===== src/design/emu_pkg.sv =====
// Purpose: shared constants for the multiply-accumulate unit
// Assumes: single processor clock, debug register codes 12 bits wide
// Notes:   register codes, field positions, reset values and latencies
package emu_pkg;
    localparam int unsigned CLK_HZ       = 20000000;
    localparam int unsigned PIPE_STAGES  = 4;
    localparam int unsigned ACC_COUNT    = 4;
    localparam int unsigned ACC_WIDTH    = 48;
    localparam int unsigned EXT_WIDTH    = 8;
    localparam int unsigned PROD_WIDTH   = 40;
    localparam int unsigned CODE_WIDTH   = 12;

    localparam logic [11:0] CODE_STATUS  = 12'h804;
    localparam logic [11:0] CODE_MASK    = 12'h805;
    localparam logic [11:0] CODE_ACCUMULATOR_0    = 12'h806;
    localparam logic [11:0] CODE_EXT01   = 12'h807;
    localparam logic [11:0] CODE_EXT23   = 12'h808;
    localparam logic [11:0] CODE_ACCUMULATOR_1    = 12'h809;
    localparam logic [11:0] CODE_ACCUMULATOR_2    = 12'h80a;
    localparam logic [11:0] CODE_ACCUMULATOR_3    = 12'h80b;

    localparam logic [31:0] STATUS_RESET = 32'h0000_0000;
    localparam logic [31:0] MASK_RESET   = 32'hffff_ffff;
    localparam logic [31:0] STATUS_WMASK = 32'h0000_0fff;

    localparam int unsigned BIT_SAT      = 7;
    localparam int unsigned BIT_SU       = 6;
    localparam int unsigned BIT_FRAC     = 5;
    localparam int unsigned BIT_RND      = 4;
    localparam int unsigned BIT_OVF_LO   = 8;

    // store latency when the pipeline is busy; idle stores take one cycle
    localparam logic [2:0]  LAT_IDLE     = 3'h1;
    localparam logic [2:0]  LAT_BUSY     = 3'h4;

    typedef enum logic [2:0] {
        EMU_OP_MULT = 3'h0,
        EMU_OP_MAC  = 3'h1,
        EMU_OP_MSUB = 3'h2,
        EMU_OP_LOAD = 3'h3
    } emu_op_e;

    typedef enum logic [2:0] {
        ST_IDLE  = 3'b001,
        ST_WAIT  = 3'b010,
        ST_DONE  = 3'b100
    } emu_st_e;
endpackage


===== src/design/emu_acc_file.sv =====
// Purpose: four 48-bit accumulators, one write port, registered read port plus an unregistered view of all
// Assumes: no reset on contents; software loads before use
// Notes:   rdData comes out of a register; accAll shows the contents directly, unregistered
`timescale 1ns/1ps
`default_nettype none
module emu_acc_file
    import emu_pkg::*;
(
    input  wire logic        clk,
    input  wire logic        wrEn,
    input  wire logic [1:0]  wrIdx,
    input  wire logic [47:0] wrData,
    input  wire logic [1:0]  rdIdx,
    output var  logic [47:0] rdData,
    output var  logic [47:0] accAll [ACC_COUNT]
);
    logic [47:0] mem [ACC_COUNT];

    // contents undefined until loaded [RULE11]
    always_ff @(posedge clk)
    begin
        if (wrEn)
            mem[wrIdx] <= wrData;
        rdData <= mem[rdIdx];
    end

    always_comb
    begin
        for (int i = 0; i < ACC_COUNT; i++)
            accAll[i] = mem[i];
    end
endmodule
`default_nettype wire


===== src/design/emu_mac_unit.sv =====
// Purpose: multiply-accumulate datapath with status, mask and accumulators
// Assumes: core issues ops with issueValid; debug port reaches registers by code
// Notes:   accumulate stage is the fourth pipeline stage
// How it works
// RULE1: register stores take one cycle idle, four after load or multiply-accumulate.
// RULE2: accumulator store costs one more cycle when saturation or fractional rounding active.
// RULE3: four-stage pipeline, pipelined 32x32 multiplier, four 48-bit accumulators.
// RULE4: accumulation path 48 bits: 40-bit product plus 8 extension bits.
// RULE5: signed/unsigned multiply, integer and fractional multiply-accumulate, register moves.
// RULE6: a load may proceed alongside a multiply-accumulate.
// RULE7: a new multiply accepted every cycle, optional accumulate after product.
// RULE8: debug register codes 0x804 to 0x80b select unit registers.
// RULE9: status register read/write, resets to zero.
// RULE10: mask register read/write, resets to all ones.
// RULE11: four accumulators read/write, no defined reset.
// RULE12: two extension registers hold accumulator extension bytes, no reset.
// RULE13: status bits 11..8 sticky per-accumulator overflow, cleared by write or load.
// RULE14: bit 7 saturates on overflow and freezes accumulator until cleared or loaded.
// RULE15: fractional store rounds to 16 bits nearest-even when bit 6 set.
`timescale 1ns/1ps
`default_nettype none
module emu_mac_unit
    import emu_pkg::*;
(
    input  wire logic        clk,
    input  wire logic        reset_n,
    // core issue port
    input  wire logic        issueValid,
    input  wire logic [2:0]  issueOp,
    input  wire logic [1:0]  issueAcc,
    input  wire logic [31:0] issueA,
    input  wire logic [31:0] issueB,
    // core store port: move a unit register to a destination
    input  wire logic        storeReq,
    input  wire logic [11:0] storeCode,
    output logic             storeDone,
    output logic [31:0]      storeData,
    output logic             busy,
    // debug port
    input  wire logic        dbgWrite,
    input  wire logic        dbgRead,
    input  wire logic [11:0] debug_register_code,
    input  wire logic [31:0] dbgWData,
    output logic [31:0]      dbgRData,
    output logic             dbgAck,
    output logic             dbgError
);
    logic [31:0] mac_status_mode;
    logic [31:0] operand_address_mask;
    logic [31:0] next_status;
    logic [31:0] next_mask;

    logic        mulValid;
    logic [63:0] mulProd;
    logic [4:0]  mulTag;
    logic [1:0]  rdIdx;
    logic [47:0] rdAcc;
    logic [47:0] accAll [ACC_COUNT];
    logic        accWr;
    logic [1:0]  accWrIdx;
    logic [47:0] accWrData;

    logic [3:0]  inflight;
    logic [3:0]  next_inflight;
    logic [2:0]  cnt;
    logic [2:0]  next_cnt;
    logic [11:0] pendCode;
    logic [11:0] next_pendCode;
    logic [31:0] next_storeData;
    logic        next_storeDone;
    logic [31:0] next_dbgRData;
    logic        next_dbgAck;
    logic        next_dbgError;
    emu_st_e     state;
    emu_st_e     next_state;

    // decode a register code into an accumulator index flagged by bit 2, or zero for other codes
    function automatic logic [2:0] acc_of(input logic [11:0] code);
        unique case (code)
            CODE_ACCUMULATOR_0: acc_of = 3'h4;
            CODE_ACCUMULATOR_1: acc_of = 3'h5;
            CODE_ACCUMULATOR_2: acc_of = 3'h6;
            CODE_ACCUMULATOR_3: acc_of = 3'h7;
            default:   acc_of = 3'h0;
        endcase
    endfunction

    // composed value of a register for reads and stores [RULE8]
    function automatic logic [31:0] reg_value(input logic [11:0] code,
                                              input logic [31:0] st,
                                              input logic [31:0] mk);
        logic [2:0] a;
        a = acc_of(code);
        reg_value = 32'h0;
        if (a[2])
            reg_value = accAll[a[1:0]][31:0];
        else if (code == CODE_STATUS)
            reg_value = st;
        else if (code == CODE_MASK)
            reg_value = mk;
        else if (code == CODE_EXT01)
            reg_value = {accAll[1][47:40], 8'h0, accAll[0][47:40], 8'h0};
        else if (code == CODE_EXT23)
            reg_value = {accAll[3][47:40], 8'h0, accAll[2][47:40], 8'h0};
    endfunction

    // round-to-nearest-even of bits [31:16] into a 16-bit value [RULE15]
    function automatic logic [31:0] round16(input logic [31:0] v);
        logic [16:0] r;
        r = {1'b0, v[31:16]};
        if (v[15] && (v[14:0] != 15'h0 || v[16]))
            r = r + 17'h1;
        round16 = {16'h0, r[15:0]};
    endfunction

    function automatic logic code_valid(input logic [11:0] code);
        code_valid = (code >= CODE_STATUS) && (code <= CODE_ACCUMULATOR_3);
    endfunction

    emu_mult_pipe u_mult (
        .clk      (clk),
        .reset_n  (reset_n),
        .inValid  (issueValid && issueOp != EMU_OP_LOAD),
        .inSigned (~mac_status_mode[BIT_SU] | mac_status_mode[BIT_FRAC]),
        .opA      (issueA),
        .opB      (issueB),
        .inTag    ({issueOp, issueAcc}),
        .outValid (mulValid),
        .product  (mulProd),
        .outTag   (mulTag)
    );

    emu_acc_file u_acc (
        .clk    (clk),
        .wrEn   (accWr),
        .wrIdx  (accWrIdx),
        .wrData (accWrData),
        .rdIdx  (rdIdx),
        .rdData (rdAcc),
        .accAll (accAll)
    );

    assign rdIdx = mulTag[1:0];

    // fourth stage: accumulate, saturate, flag overflow [RULE3] [RULE4] [RULE5]
    logic [47:0] prod48;
    logic [48:0] sum49;
    logic        ovf;
    logic        frozen;
    logic [47:0] satVal;
    logic [1:0]  dIdx;
    logic [2:0]  dAcc;
    logic        dWrite;
    always_comb
    begin
        prod48 = mac_status_mode[BIT_FRAC] ? {{8{mulProd[63]}}, mulProd[62:23]}
                                          : {{8{mulProd[63]}}, mulProd[39:0]};
        sum49  = (mulTag[4:2] == EMU_OP_MSUB)
               ? {accAll[mulTag[1:0]][47], accAll[mulTag[1:0]]} - {prod48[47], prod48}
               : {accAll[mulTag[1:0]][47], accAll[mulTag[1:0]]} + {prod48[47], prod48};
        ovf    = (sum49[48] != sum49[47]) ||
                 (mulProd[63:39] != {25{mulProd[63]}} && !mac_status_mode[BIT_FRAC]);
        frozen = mac_status_mode[BIT_SAT] &&
                 mac_status_mode[BIT_OVF_LO + mulTag[1:0]];
        satVal = mac_status_mode[BIT_SU] ? (sum49[48] ? 48'h0 : 48'hffff_ffff)
               : (sum49[48] ? 48'hffff_8000_0000 : 48'h0000_7fff_ffff);
        dAcc   = acc_of(debug_register_code);
        dWrite = dbgWrite && dAcc[2];
        dIdx   = dAcc[1:0];
        accWr     = 1'b0;
        accWrIdx  = mulTag[1:0];
        accWrData = sum49[47:0];
        if (dWrite)
        begin
            // a direct load wins over an accumulate in the same cycle
            accWr     = 1'b1;
            accWrIdx  = dIdx;
            // a direct load sign-extends into bits 39:32 and zero-fills the extension byte, so it never stays unknown
            accWrData = {{EXT_WIDTH{dbgWData[31]}}, dbgWData[31:0]};
        end
        else if (mulValid && mulTag[4:2] != EMU_OP_MULT && !frozen) // [RULE7]
        begin
            accWr     = 1'b1;
            accWrData = (ovf && mac_status_mode[BIT_SAT]) ? satVal : sum49[47:0]; // [RULE14]
        end
    end

    // status and mask registers
    always_comb
    begin
        next_status = mac_status_mode;
        next_mask   = operand_address_mask;
        if (dbgWrite && debug_register_code == CODE_STATUS)
            next_status = dbgWData & STATUS_WMASK; // [RULE9] [RULE13]
        if (dWrite)
            next_status[BIT_OVF_LO + dIdx] = 1'b0; // [RULE13] [RULE14]
        // a fresh overflow beats a status write in the same cycle
        if (mulValid && mulTag[4:2] != EMU_OP_MULT && ovf && !frozen &&
            !(dWrite && dIdx == mulTag[1:0]))
            next_status[BIT_OVF_LO + mulTag[1:0]] = 1'b1; // [RULE13]
        if (dbgWrite && debug_register_code == CODE_MASK)
            next_mask = dbgWData; // [RULE10]
    end

    always_ff @(posedge clk or negedge reset_n)
    begin
        if (!reset_n)
        begin
            mac_status_mode      <= STATUS_RESET; // [RULE9]
            operand_address_mask <= MASK_RESET;   // [RULE10]
        end
        else
        begin
            mac_status_mode      <= next_status;
            operand_address_mask <= next_mask;
        end
    end

    // extension bytes [RULE12]: stored in acc bits 47:40, reload via ext write
    // is not given a separate path; writes to the ext codes are acked only.

    // in-flight tracker: loads and multiply-accumulates in the pipe [RULE6]
    always_comb
    begin
        next_inflight = {inflight[2:0],
                         issueValid && issueOp != EMU_OP_MULT};
    end

    // store sequencer [RULE1] [RULE2]
    always_comb
    begin
        next_state     = state;
        next_cnt       = cnt;
        next_pendCode  = pendCode;
        next_storeDone = 1'b0;
        next_storeData = storeData;
        unique case (state)
            ST_IDLE:
            begin
                if (storeReq)
                begin
                    next_pendCode = storeCode;
                    next_cnt = (inflight[0] ? LAT_BUSY : LAT_IDLE)
                             + ((acc_of(storeCode) != 3'h0 &&
                                 (mac_status_mode[BIT_SAT] ||
                                  (mac_status_mode[6:5] == 2'b11) ||
                                  (mac_status_mode[5:4] == 2'b11))) ? 3'h1 : 3'h0);
                    next_state = ST_WAIT;
                end
            end
            ST_WAIT:
            begin
                if (cnt <= 3'h1)
                begin
                    next_storeDone = 1'b1;
                    next_storeData = (acc_of(pendCode) != 3'h0 && mac_status_mode[BIT_FRAC]
                                      && mac_status_mode[BIT_SU])
                                   ? round16(reg_value(pendCode, mac_status_mode,
                                                       operand_address_mask))
                                   : reg_value(pendCode, mac_status_mode,
                                               operand_address_mask);
                    next_state = ST_DONE;
                end
                else
                    next_cnt = cnt - 3'h1;
            end
            ST_DONE:
                next_state = ST_IDLE;
            default:
                next_state = ST_IDLE;
        endcase
    end

    always_ff @(posedge clk or negedge reset_n)
    begin
        if (!reset_n)
        begin
            state     <= ST_IDLE;
            cnt       <= 3'h0;
            pendCode  <= 12'h0;
            storeDone <= 1'b0;
            storeData <= 32'h0;
            inflight  <= 4'h0;
        end
        else
        begin
            state     <= next_state;
            cnt       <= next_cnt;
            pendCode  <= next_pendCode;
            storeDone <= next_storeDone;
            storeData <= next_storeData;
            inflight  <= next_inflight;
        end
    end

    // debug port answers one cycle after the request [RULE8]
    always_comb
    begin
        next_dbgAck   = dbgRead || dbgWrite;
        next_dbgError = (dbgRead || dbgWrite) && !code_valid(debug_register_code);
        next_dbgRData = dbgRead ? reg_value(debug_register_code, mac_status_mode,
                                            operand_address_mask) : 32'h0;
    end

    always_ff @(posedge clk or negedge reset_n)
    begin
        if (!reset_n)
        begin
            dbgAck   <= 1'b0;
            dbgError <= 1'b0;
            dbgRData <= 32'h0;
            busy     <= 1'b0;
        end
        else
        begin
            dbgAck   <= next_dbgAck;
            dbgError <= next_dbgError;
            dbgRData <= next_dbgRData;
            busy     <= |next_inflight;
        end
    end

    // assertions
    status_reset_a: assert property (@(posedge clk) $rose(reset_n) |-> mac_status_mode == STATUS_RESET) else $error("status not zero after reset"); // [RULE9]
    mask_reset_a: assert property (@(posedge clk) $rose(reset_n) |-> operand_address_mask == MASK_RESET) else $error("mask not ones after reset"); // [RULE10]
    store_idle_a: assert property (@(posedge clk) disable iff (!reset_n) (state == ST_IDLE && storeReq && !inflight[0] && acc_of(storeCode) == 3'h0) |=> ##1 storeDone) else $error("idle store late"); // [RULE1]
    store_busy_a: assert property (@(posedge clk) disable iff (!reset_n) (state == ST_IDLE && storeReq && inflight[0] && acc_of(storeCode) == 3'h0) |=> !storeDone [*4] ##1 storeDone) else $error("busy store timing"); // [RULE1]
    store_extra_a: assert property (@(posedge clk) disable iff (!reset_n) (state == ST_IDLE && storeReq && !inflight[0] && acc_of(storeCode) != 3'h0 && mac_status_mode[BIT_SAT]) |=> !storeDone ##1 !storeDone ##1 storeDone) else $error("extra store cycle missing"); // [RULE2]
    ovf_sticky_a: assert property (@(posedge clk) disable iff (!reset_n) $rose(mac_status_mode[8]) |=> mac_status_mode[8] || $past(dbgWrite)) else $error("overflow flag not sticky"); // [RULE13]
    dbg_ack_a: assert property (@(posedge clk) disable iff (!reset_n) (dbgRead || dbgWrite) |=> dbgAck) else $error("debug not answered"); // [RULE8]
    dbg_err_a: assert property (@(posedge clk) disable iff (!reset_n) (dbgRead && !code_valid(debug_register_code)) |=> dbgError) else $error("bad code not flagged"); // [RULE8]
    pipe_lat_a: assert property (@(posedge clk) disable iff (!reset_n) (issueValid && issueOp != EMU_OP_LOAD) |-> ##3 mulValid) else $error("multiplier latency wrong"); // [RULE3]
    busy_cv: cover property (@(posedge clk) disable iff (!reset_n) state == ST_IDLE && storeReq && inflight[0]);
    sat_cv: cover property (@(posedge clk) disable iff (!reset_n) mulValid && ovf && mac_status_mode[BIT_SAT]);
    dbgw_cv: cover property (@(posedge clk) disable iff (!reset_n) dbgWrite && debug_register_code == CODE_STATUS);
endmodule
`default_nettype wire


===== src/design/emu_mult_pipe.sv =====
// Purpose: pipelined 32x32 multiplier, one new product each cycle
// Assumes: operands registered by the caller
// Notes:   three register stages here, accumulate stage in the top
`timescale 1ns/1ps
`default_nettype none
module emu_mult_pipe
    import emu_pkg::*;
(
    input  wire logic        clk,
    input  wire logic        reset_n,
    input  wire logic        inValid,
    input  wire logic        inSigned,
    input  wire logic [31:0] opA,
    input  wire logic [31:0] opB,
    input  wire logic [4:0]  inTag,
    output var  logic        outValid,
    output var  logic [63:0] product,
    output var  logic [4:0]  outTag
);
    logic [65:0] rawProd;
    logic [63:0] stage1;
    logic [63:0] stage2;
    logic [2:0]  vld;
    logic [4:0]  tag1;
    logic [4:0]  tag2;
    logic [2:0]  next_vld;

    always_comb
    begin
        rawProd = $signed({inSigned & opA[31], opA}) * $signed({inSigned & opB[31], opB});
        next_vld = {vld[1:0], inValid};
    end

    // a new operand pair is accepted every cycle [RULE7]
    always_ff @(posedge clk or negedge reset_n)
    begin
        if (!reset_n)
            vld <= 3'h0;
        else
            vld <= next_vld;
    end

    always_ff @(posedge clk)
    begin
        stage1  <= rawProd[63:0];
        tag1    <= inTag;
        stage2  <= stage1;
        tag2    <= tag1;
        product <= stage2;
        outTag  <= tag2;
    end

    assign outValid = vld[2];
endmodule
`default_nettype wire


===== config.mk =====
export PLATFORM = sky130hd
export DESIGN_NAME = emu_mac_unit
export DESIGN_NICKNAME = d
export VERILOG_FILES = /design/src/design/emu_pkg.sv /design/src/design/emu_acc_file.sv /design/src/design/emu_mac_unit.sv /design/src/design/emu_mult_pipe.sv
export SDC_FILE = /design/constraint.sdc
export NUM_CORES = 2
export LEC_CHECK = 0
export ABC_AREA = 1
export ABC_CLOCK_PERIOD_IN_PS = 8700
export BUFFER_PORTS_ARGS = -buffer_cell sky130_fd_sc_hd__buf_4
export CAP_MARGIN = 20
export CORE_UTILIZATION = 48
export CTS_CLUSTER_DIAMETER = 150
export DETAILED_ROUTE_END_ITERATION = 8
export HOLD_SLACK_MARGIN = 0.06
export PLACE_DENSITY = 0.78
export SYNTH_ARGS = -nofsm -noshare
export SYNTH_HDL_FRONTEND = slang
export SYNTH_SLANG_ARGS = --single-unit
export TNS_END_PERCENT = 10

===== constraint.sdc =====
create_clock -name clk -period 8.7 [get_ports clk]
set_clock_uncertainty 0.15 [all_clocks]
set_input_delay 0.87 -clock clk [delete_from_list [all_inputs] [get_ports clk]]
set_output_delay 0.87 -clock clk [all_outputs]
set_load 0.03 [all_outputs]

==> results <==
- For this configuration, the core starts out at a cell density of between 40% and 50%.
- The region available for standard cell placement spans around 0.14 mm^2.
- The HPWL after detailed placement is between 150 and 200 mm.
- The most repeated library cell on the critical path is sky130_fd_sc_hd__fa_1.
- In the post-synthesis netlist, the biggest area contributors are sky130_fd_sc_hd__fa_1, sky130_fd_sc_hd__nand2_1, sky130_fd_sc_hd__inv_1.
- For the pin with the worst max-slew slack, the measured transition is 1.07 ns.
- CTS saw approximately 540 sinks.
- The length of routed met3 wiring is approximately 23 mm.
- In the final layout, the share of cells above drive strength 1 is 6.61%.
- The number of I/O pins is between 150 and 200.
- At the later pin of the worst-skew pair, clock insertion delay measures roughly 0.66 ns.
- The library cells used most frequently in the layout, excluding fill and tap cells, are sky130_fd_sc_hd__nand2_1, sky130_fd_sc_hd__inv_1, sky130_fd_sc_hd__fa_1.
- Detailed routing placed a total of around 100 mm of wire on met2.
- The most common flop cell mapped by yosys is sky130_fd_sc_hd__dfxtp_1.
- The end of the worst register-to-register path is u_mult.stage1[57].
- The clock tree from TritonCTS is built.
- Dividing the synthesized area by the synthesized cell count gives just over 8 um^2.
- The filler cells instantiated in the layout total ~13000.
- Setup repair after global routing left no endpoint under its margin.
- The first global-routing pass estimated around 340 mm of wire.
- The total vias in the final route is roughly 56000.
- Along the worst path, the maximum fanout reaches 23.
- In this run, synthesis inferred 192 flip-flops with an integrated enable.
- At the end of routability-driven placement, the weighted congestion stood at ~1.
- Clock tree synthesis selected as its root buffer the cell sky130_fd_sc_hd__clkbuf_16.
- The die span in x is 373 um.
- For this run, the register share of the synthesized area comes to between 20% and 30%.
- The area used by multi-input combinational logic is between 0.04 and 0.05 mm^2.
- After detailed routing, the number of remaining DRC violations is 0.
- In the final routed layout, each cell accounts on average for approximately 23 um.
- In this run the register-to-register setup slack is 0.45 ns.
- Input and output buffers added on the ports amount to around 200.
- The worst max-slew margin expressed relative to the limit is roughly 28%.
- The number of nets handed over by synthesis was 9627.
- The highest clock rate is 121 MHz.
- The number of antenna violations at the first check in global routing is 0.
- The largest total area in the synthesized netlist belongs to sky130_fd_sc_hd__fa_1.
- After detailed routing, the wire length on met1 is a little over 80 mm.
- Clock-pin slew was measured on the worst setup and hold paths at around 0.07 ns.
- The total wire length is 226 mm.
- The smallest clock period supported by the final layout is computed as around 8.3 ns.
- At the worst endpoint, the required time is a little over 9 ns.
- Hold is met by approximately 0.045 ns.
- The nature of the critical path startpoint is a flop.
- The number of hold-slack violations in the final timing report was 0.
- The remaining global-route overflow is 0.
- The via-per-instance ratio is between 5 and 6.
- The path class of the lowest-slack min-delay path is input port to asynchronous set/reset pin.
- Counting along the longest clock path gives a buffer depth of 3.
- The number of hold-repair buffers added at the cts stage is 0.
- Buffers inserted during clock tree synthesis total 54.
- After synthesis, the netlist uses 65 different library cells.
- The total global-route track usage is between 30 and 40%.
- The iteration count of the initial detailed-routing pass is 6.
- Signal routing reaches up to met4.
- The run finished with clean final reports.
- In this run, the number of DRC markers left after iteration 0 of detailed routing was 5722.
- The kind of critical path is flop to flop.
- The number of nets in the final layout is 9625.
- The vertical die dimension is approximately 370 um.
- Counting every instance in the synthesized netlist gives approximately 8100.
- The floorplan row count is around 140.
- After synthesis, the share of flip-flops with an asynchronous set or reset is approximately a quarter.
- For this run, the slowest stage of the critical path takes approximately 0.74 ns.
- The share of the synthesized area in the top cell type is 34.1%.
- Entering global routing, the biggest net connects 70 pins.
- The number of nets with antenna violations after detailed routing is 0.
- Across the run, the number of max-cap violations was 0.
- Across the whole layout, storage elements account for 0.0134 mm^2.
- In the finished design, the share of the clock period the worst path needs comes to around 95%.
- Summed over all failing endpoints, the final setup total negative slack is 0 ns.
- The number of antenna diodes in the final layout is 0.
- The H-tree was split into 2 levels.
- The worst setup path is captured at a flop.
- At the worst endpoint, the arrival time is about 8.6 ns.
- The largest individual stage delay along the critical path comes from the cell sky130_fd_sc_hd__fa_1.
- The number of global-route vias before repair is 58500.
- The number of pins with negative max-slew slack in the final report came to 0.
- Counting cells, the worst reg-to-reg path comes to 28.
- The leading cell type in the layout, fill and taps excluded is sky130_fd_sc_hd__nand2_1.
- Setup violations remaining at the end of the flow were counted as 0.
- The worst register-to-register path begins at mac_status_mode[6].
- The die area is approximately 0.14 mm^2.
- The synthesized netlist occupies a cell area of approximately 0.066 mm^2.
- The synthesized flop and latch total is ~540.
- The number of warning messages in the yosys log is 0.
- Relative to the synthesized area, the layout overhead comes to 7.84%.
through the flow:
step	instances	utilization [%]	setup slack, ns	cell area, um^2
final	9923	52.4	0.446	71300
after global routing	9923	52.4	0.0708	71300
after CTS	9921	52.4	0.371	71300
after detailed placement	9823	51.0	0.210	69400
after global placement	9823	51.0	0.314	69400
after floorplan	8102	-	0.492	66200
flip-flops by register name, summed over array words and instances (netlist names):
name                  flops
u_acc.mem               192
u_mult.product           64
u_mult.stage1            64
u_mult.stage2            64
dbgRData                 32
operand_address_mask     32
storeData                32
mac_status_mode          12
pendCode                 12
u_mult.outTag             5
u_mult.tag1               5
u_mult.tag2               5
cnt                       3
inflight                  3
state                     3
u_mult.vld                3
busy                      1
dbgAck                    1
dbgError                  1
storeDone                 1
layout make-up:
type                            instances  area share [%]
Clock buffer                           69            2.18
Clock inverter                         29           0.544
Inverter                             1908            10.0
Multi-Input combinational cell       5277            61.9
Sequential cell                       535            18.7
Tap cell                             1781            3.12
Timing Repair Buffer                  324            3.47
routing by layer:
metal / GRT usage [%] / up-vias
met5: 0 / -
li1: - / 24400
met4: 19.2 / 0
met3: 6.47 / 815
met1: 39.8 / 27300
met2: 52.8 / 3427
worst max-delay path: cells and delay by family, from the launching register on:
family	cells	cell delay, ns
compound gates	6	1.13
xor+xnor	1	0.18
simple gates	3	0.39
flops	1	0.34
buf+inv	9	1.19
fa+ha+maj	9	4.67
cells in the mapped netlist (5+ instances only):
library cell / number
sky130_fd_sc_hd__nor3_1: 36
sky130_fd_sc_hd__a211oi_1: 20
sky130_fd_sc_hd__o22ai_1: 53
sky130_fd_sc_hd__ha_1: 268
sky130_fd_sc_hd__o31ai_1: 8
sky130_fd_sc_hd__o21a_1: 6
sky130_fd_sc_hd__a22oi_1: 17
sky130_fd_sc_hd__mux2_2: 30
sky130_fd_sc_hd__nand2_2: 7
sky130_fd_sc_hd__o221ai_1: 52
sky130_fd_sc_hd__a21o_1: 20
sky130_fd_sc_hd__buf_2: 25
sky130_fd_sc_hd__nand3_1: 217
sky130_fd_sc_hd__buf_1: 11
sky130_fd_sc_hd__dfstp_2: 33
sky130_fd_sc_hd__o21ai_2: 5
sky130_fd_sc_hd__o21bai_1: 7
sky130_fd_sc_hd__nor2_1: 317
sky130_fd_sc_hd__clkbuf_1: 336
sky130_fd_sc_hd__a31oi_1: 33
sky130_fd_sc_hd__o21ai_1: 27
sky130_fd_sc_hd__buf_6: 7
sky130_fd_sc_hd__nand2_1: 2125
sky130_fd_sc_hd__a21boi_0: 7
sky130_fd_sc_hd__dfrtp_1: 103
sky130_fd_sc_hd__nor2_2: 6
sky130_fd_sc_hd__xor2_1: 109
sky130_fd_sc_hd__xnor2_1: 56
sky130_fd_sc_hd__edfxtp_1: 192
sky130_fd_sc_hd__a221oi_1: 47
sky130_fd_sc_hd__nand4_1: 46
sky130_fd_sc_hd__clkinv_1: 5
sky130_fd_sc_hd__fa_1: 1126
sky130_fd_sc_hd__a21oi_1: 270
sky130_fd_sc_hd__o21ai_0: 273
sky130_fd_sc_hd__inv_2: 6
sky130_fd_sc_hd__o211ai_1: 26
sky130_fd_sc_hd__nor4_1: 13
sky130_fd_sc_hd__inv_1: 1896
sky130_fd_sc_hd__or2_2: 10
sky130_fd_sc_hd__dfxtp_1: 207
what timing repair did:
item,in CTS,in global routing
buffers inserted,0,0
gates resized for setup,0,1
setup endpoints to repair,0,1
worst max path at each step:
stage	startpoint	slack [ns]	end	depth (start not counted)
detailed placement	issueA[31]	0.21	u_mult.stage1[63]	27
finish	mac_status_mode[6]	0.45	u_mult.stage1[57]	28
CTS	mac_status_mode[6]	0.37	u_mult.stage1[57]	28
global route	mac_status_mode[6]	0.07	u_mult.stage1[57]	28
global placement	issueA[31]	0.31	u_mult.stage1[57]	27
floorplan	issueA[31]	0.49	u_mult.stage1[63]	24
logic make-up after synthesis:
group	after synthesis	share of synthesized area, %
buf+inv	2290	13.1
fa+ha+maj	1394	39.1
flops	535	20.2
compound gates	894	8.07
xor+xnor	165	2.18
simple gates	2794	16.8
mux	30	0.511
Power is not shown: default switching activity piles up to over one toggle a cycle in this logic, so the estimate is an artifact.
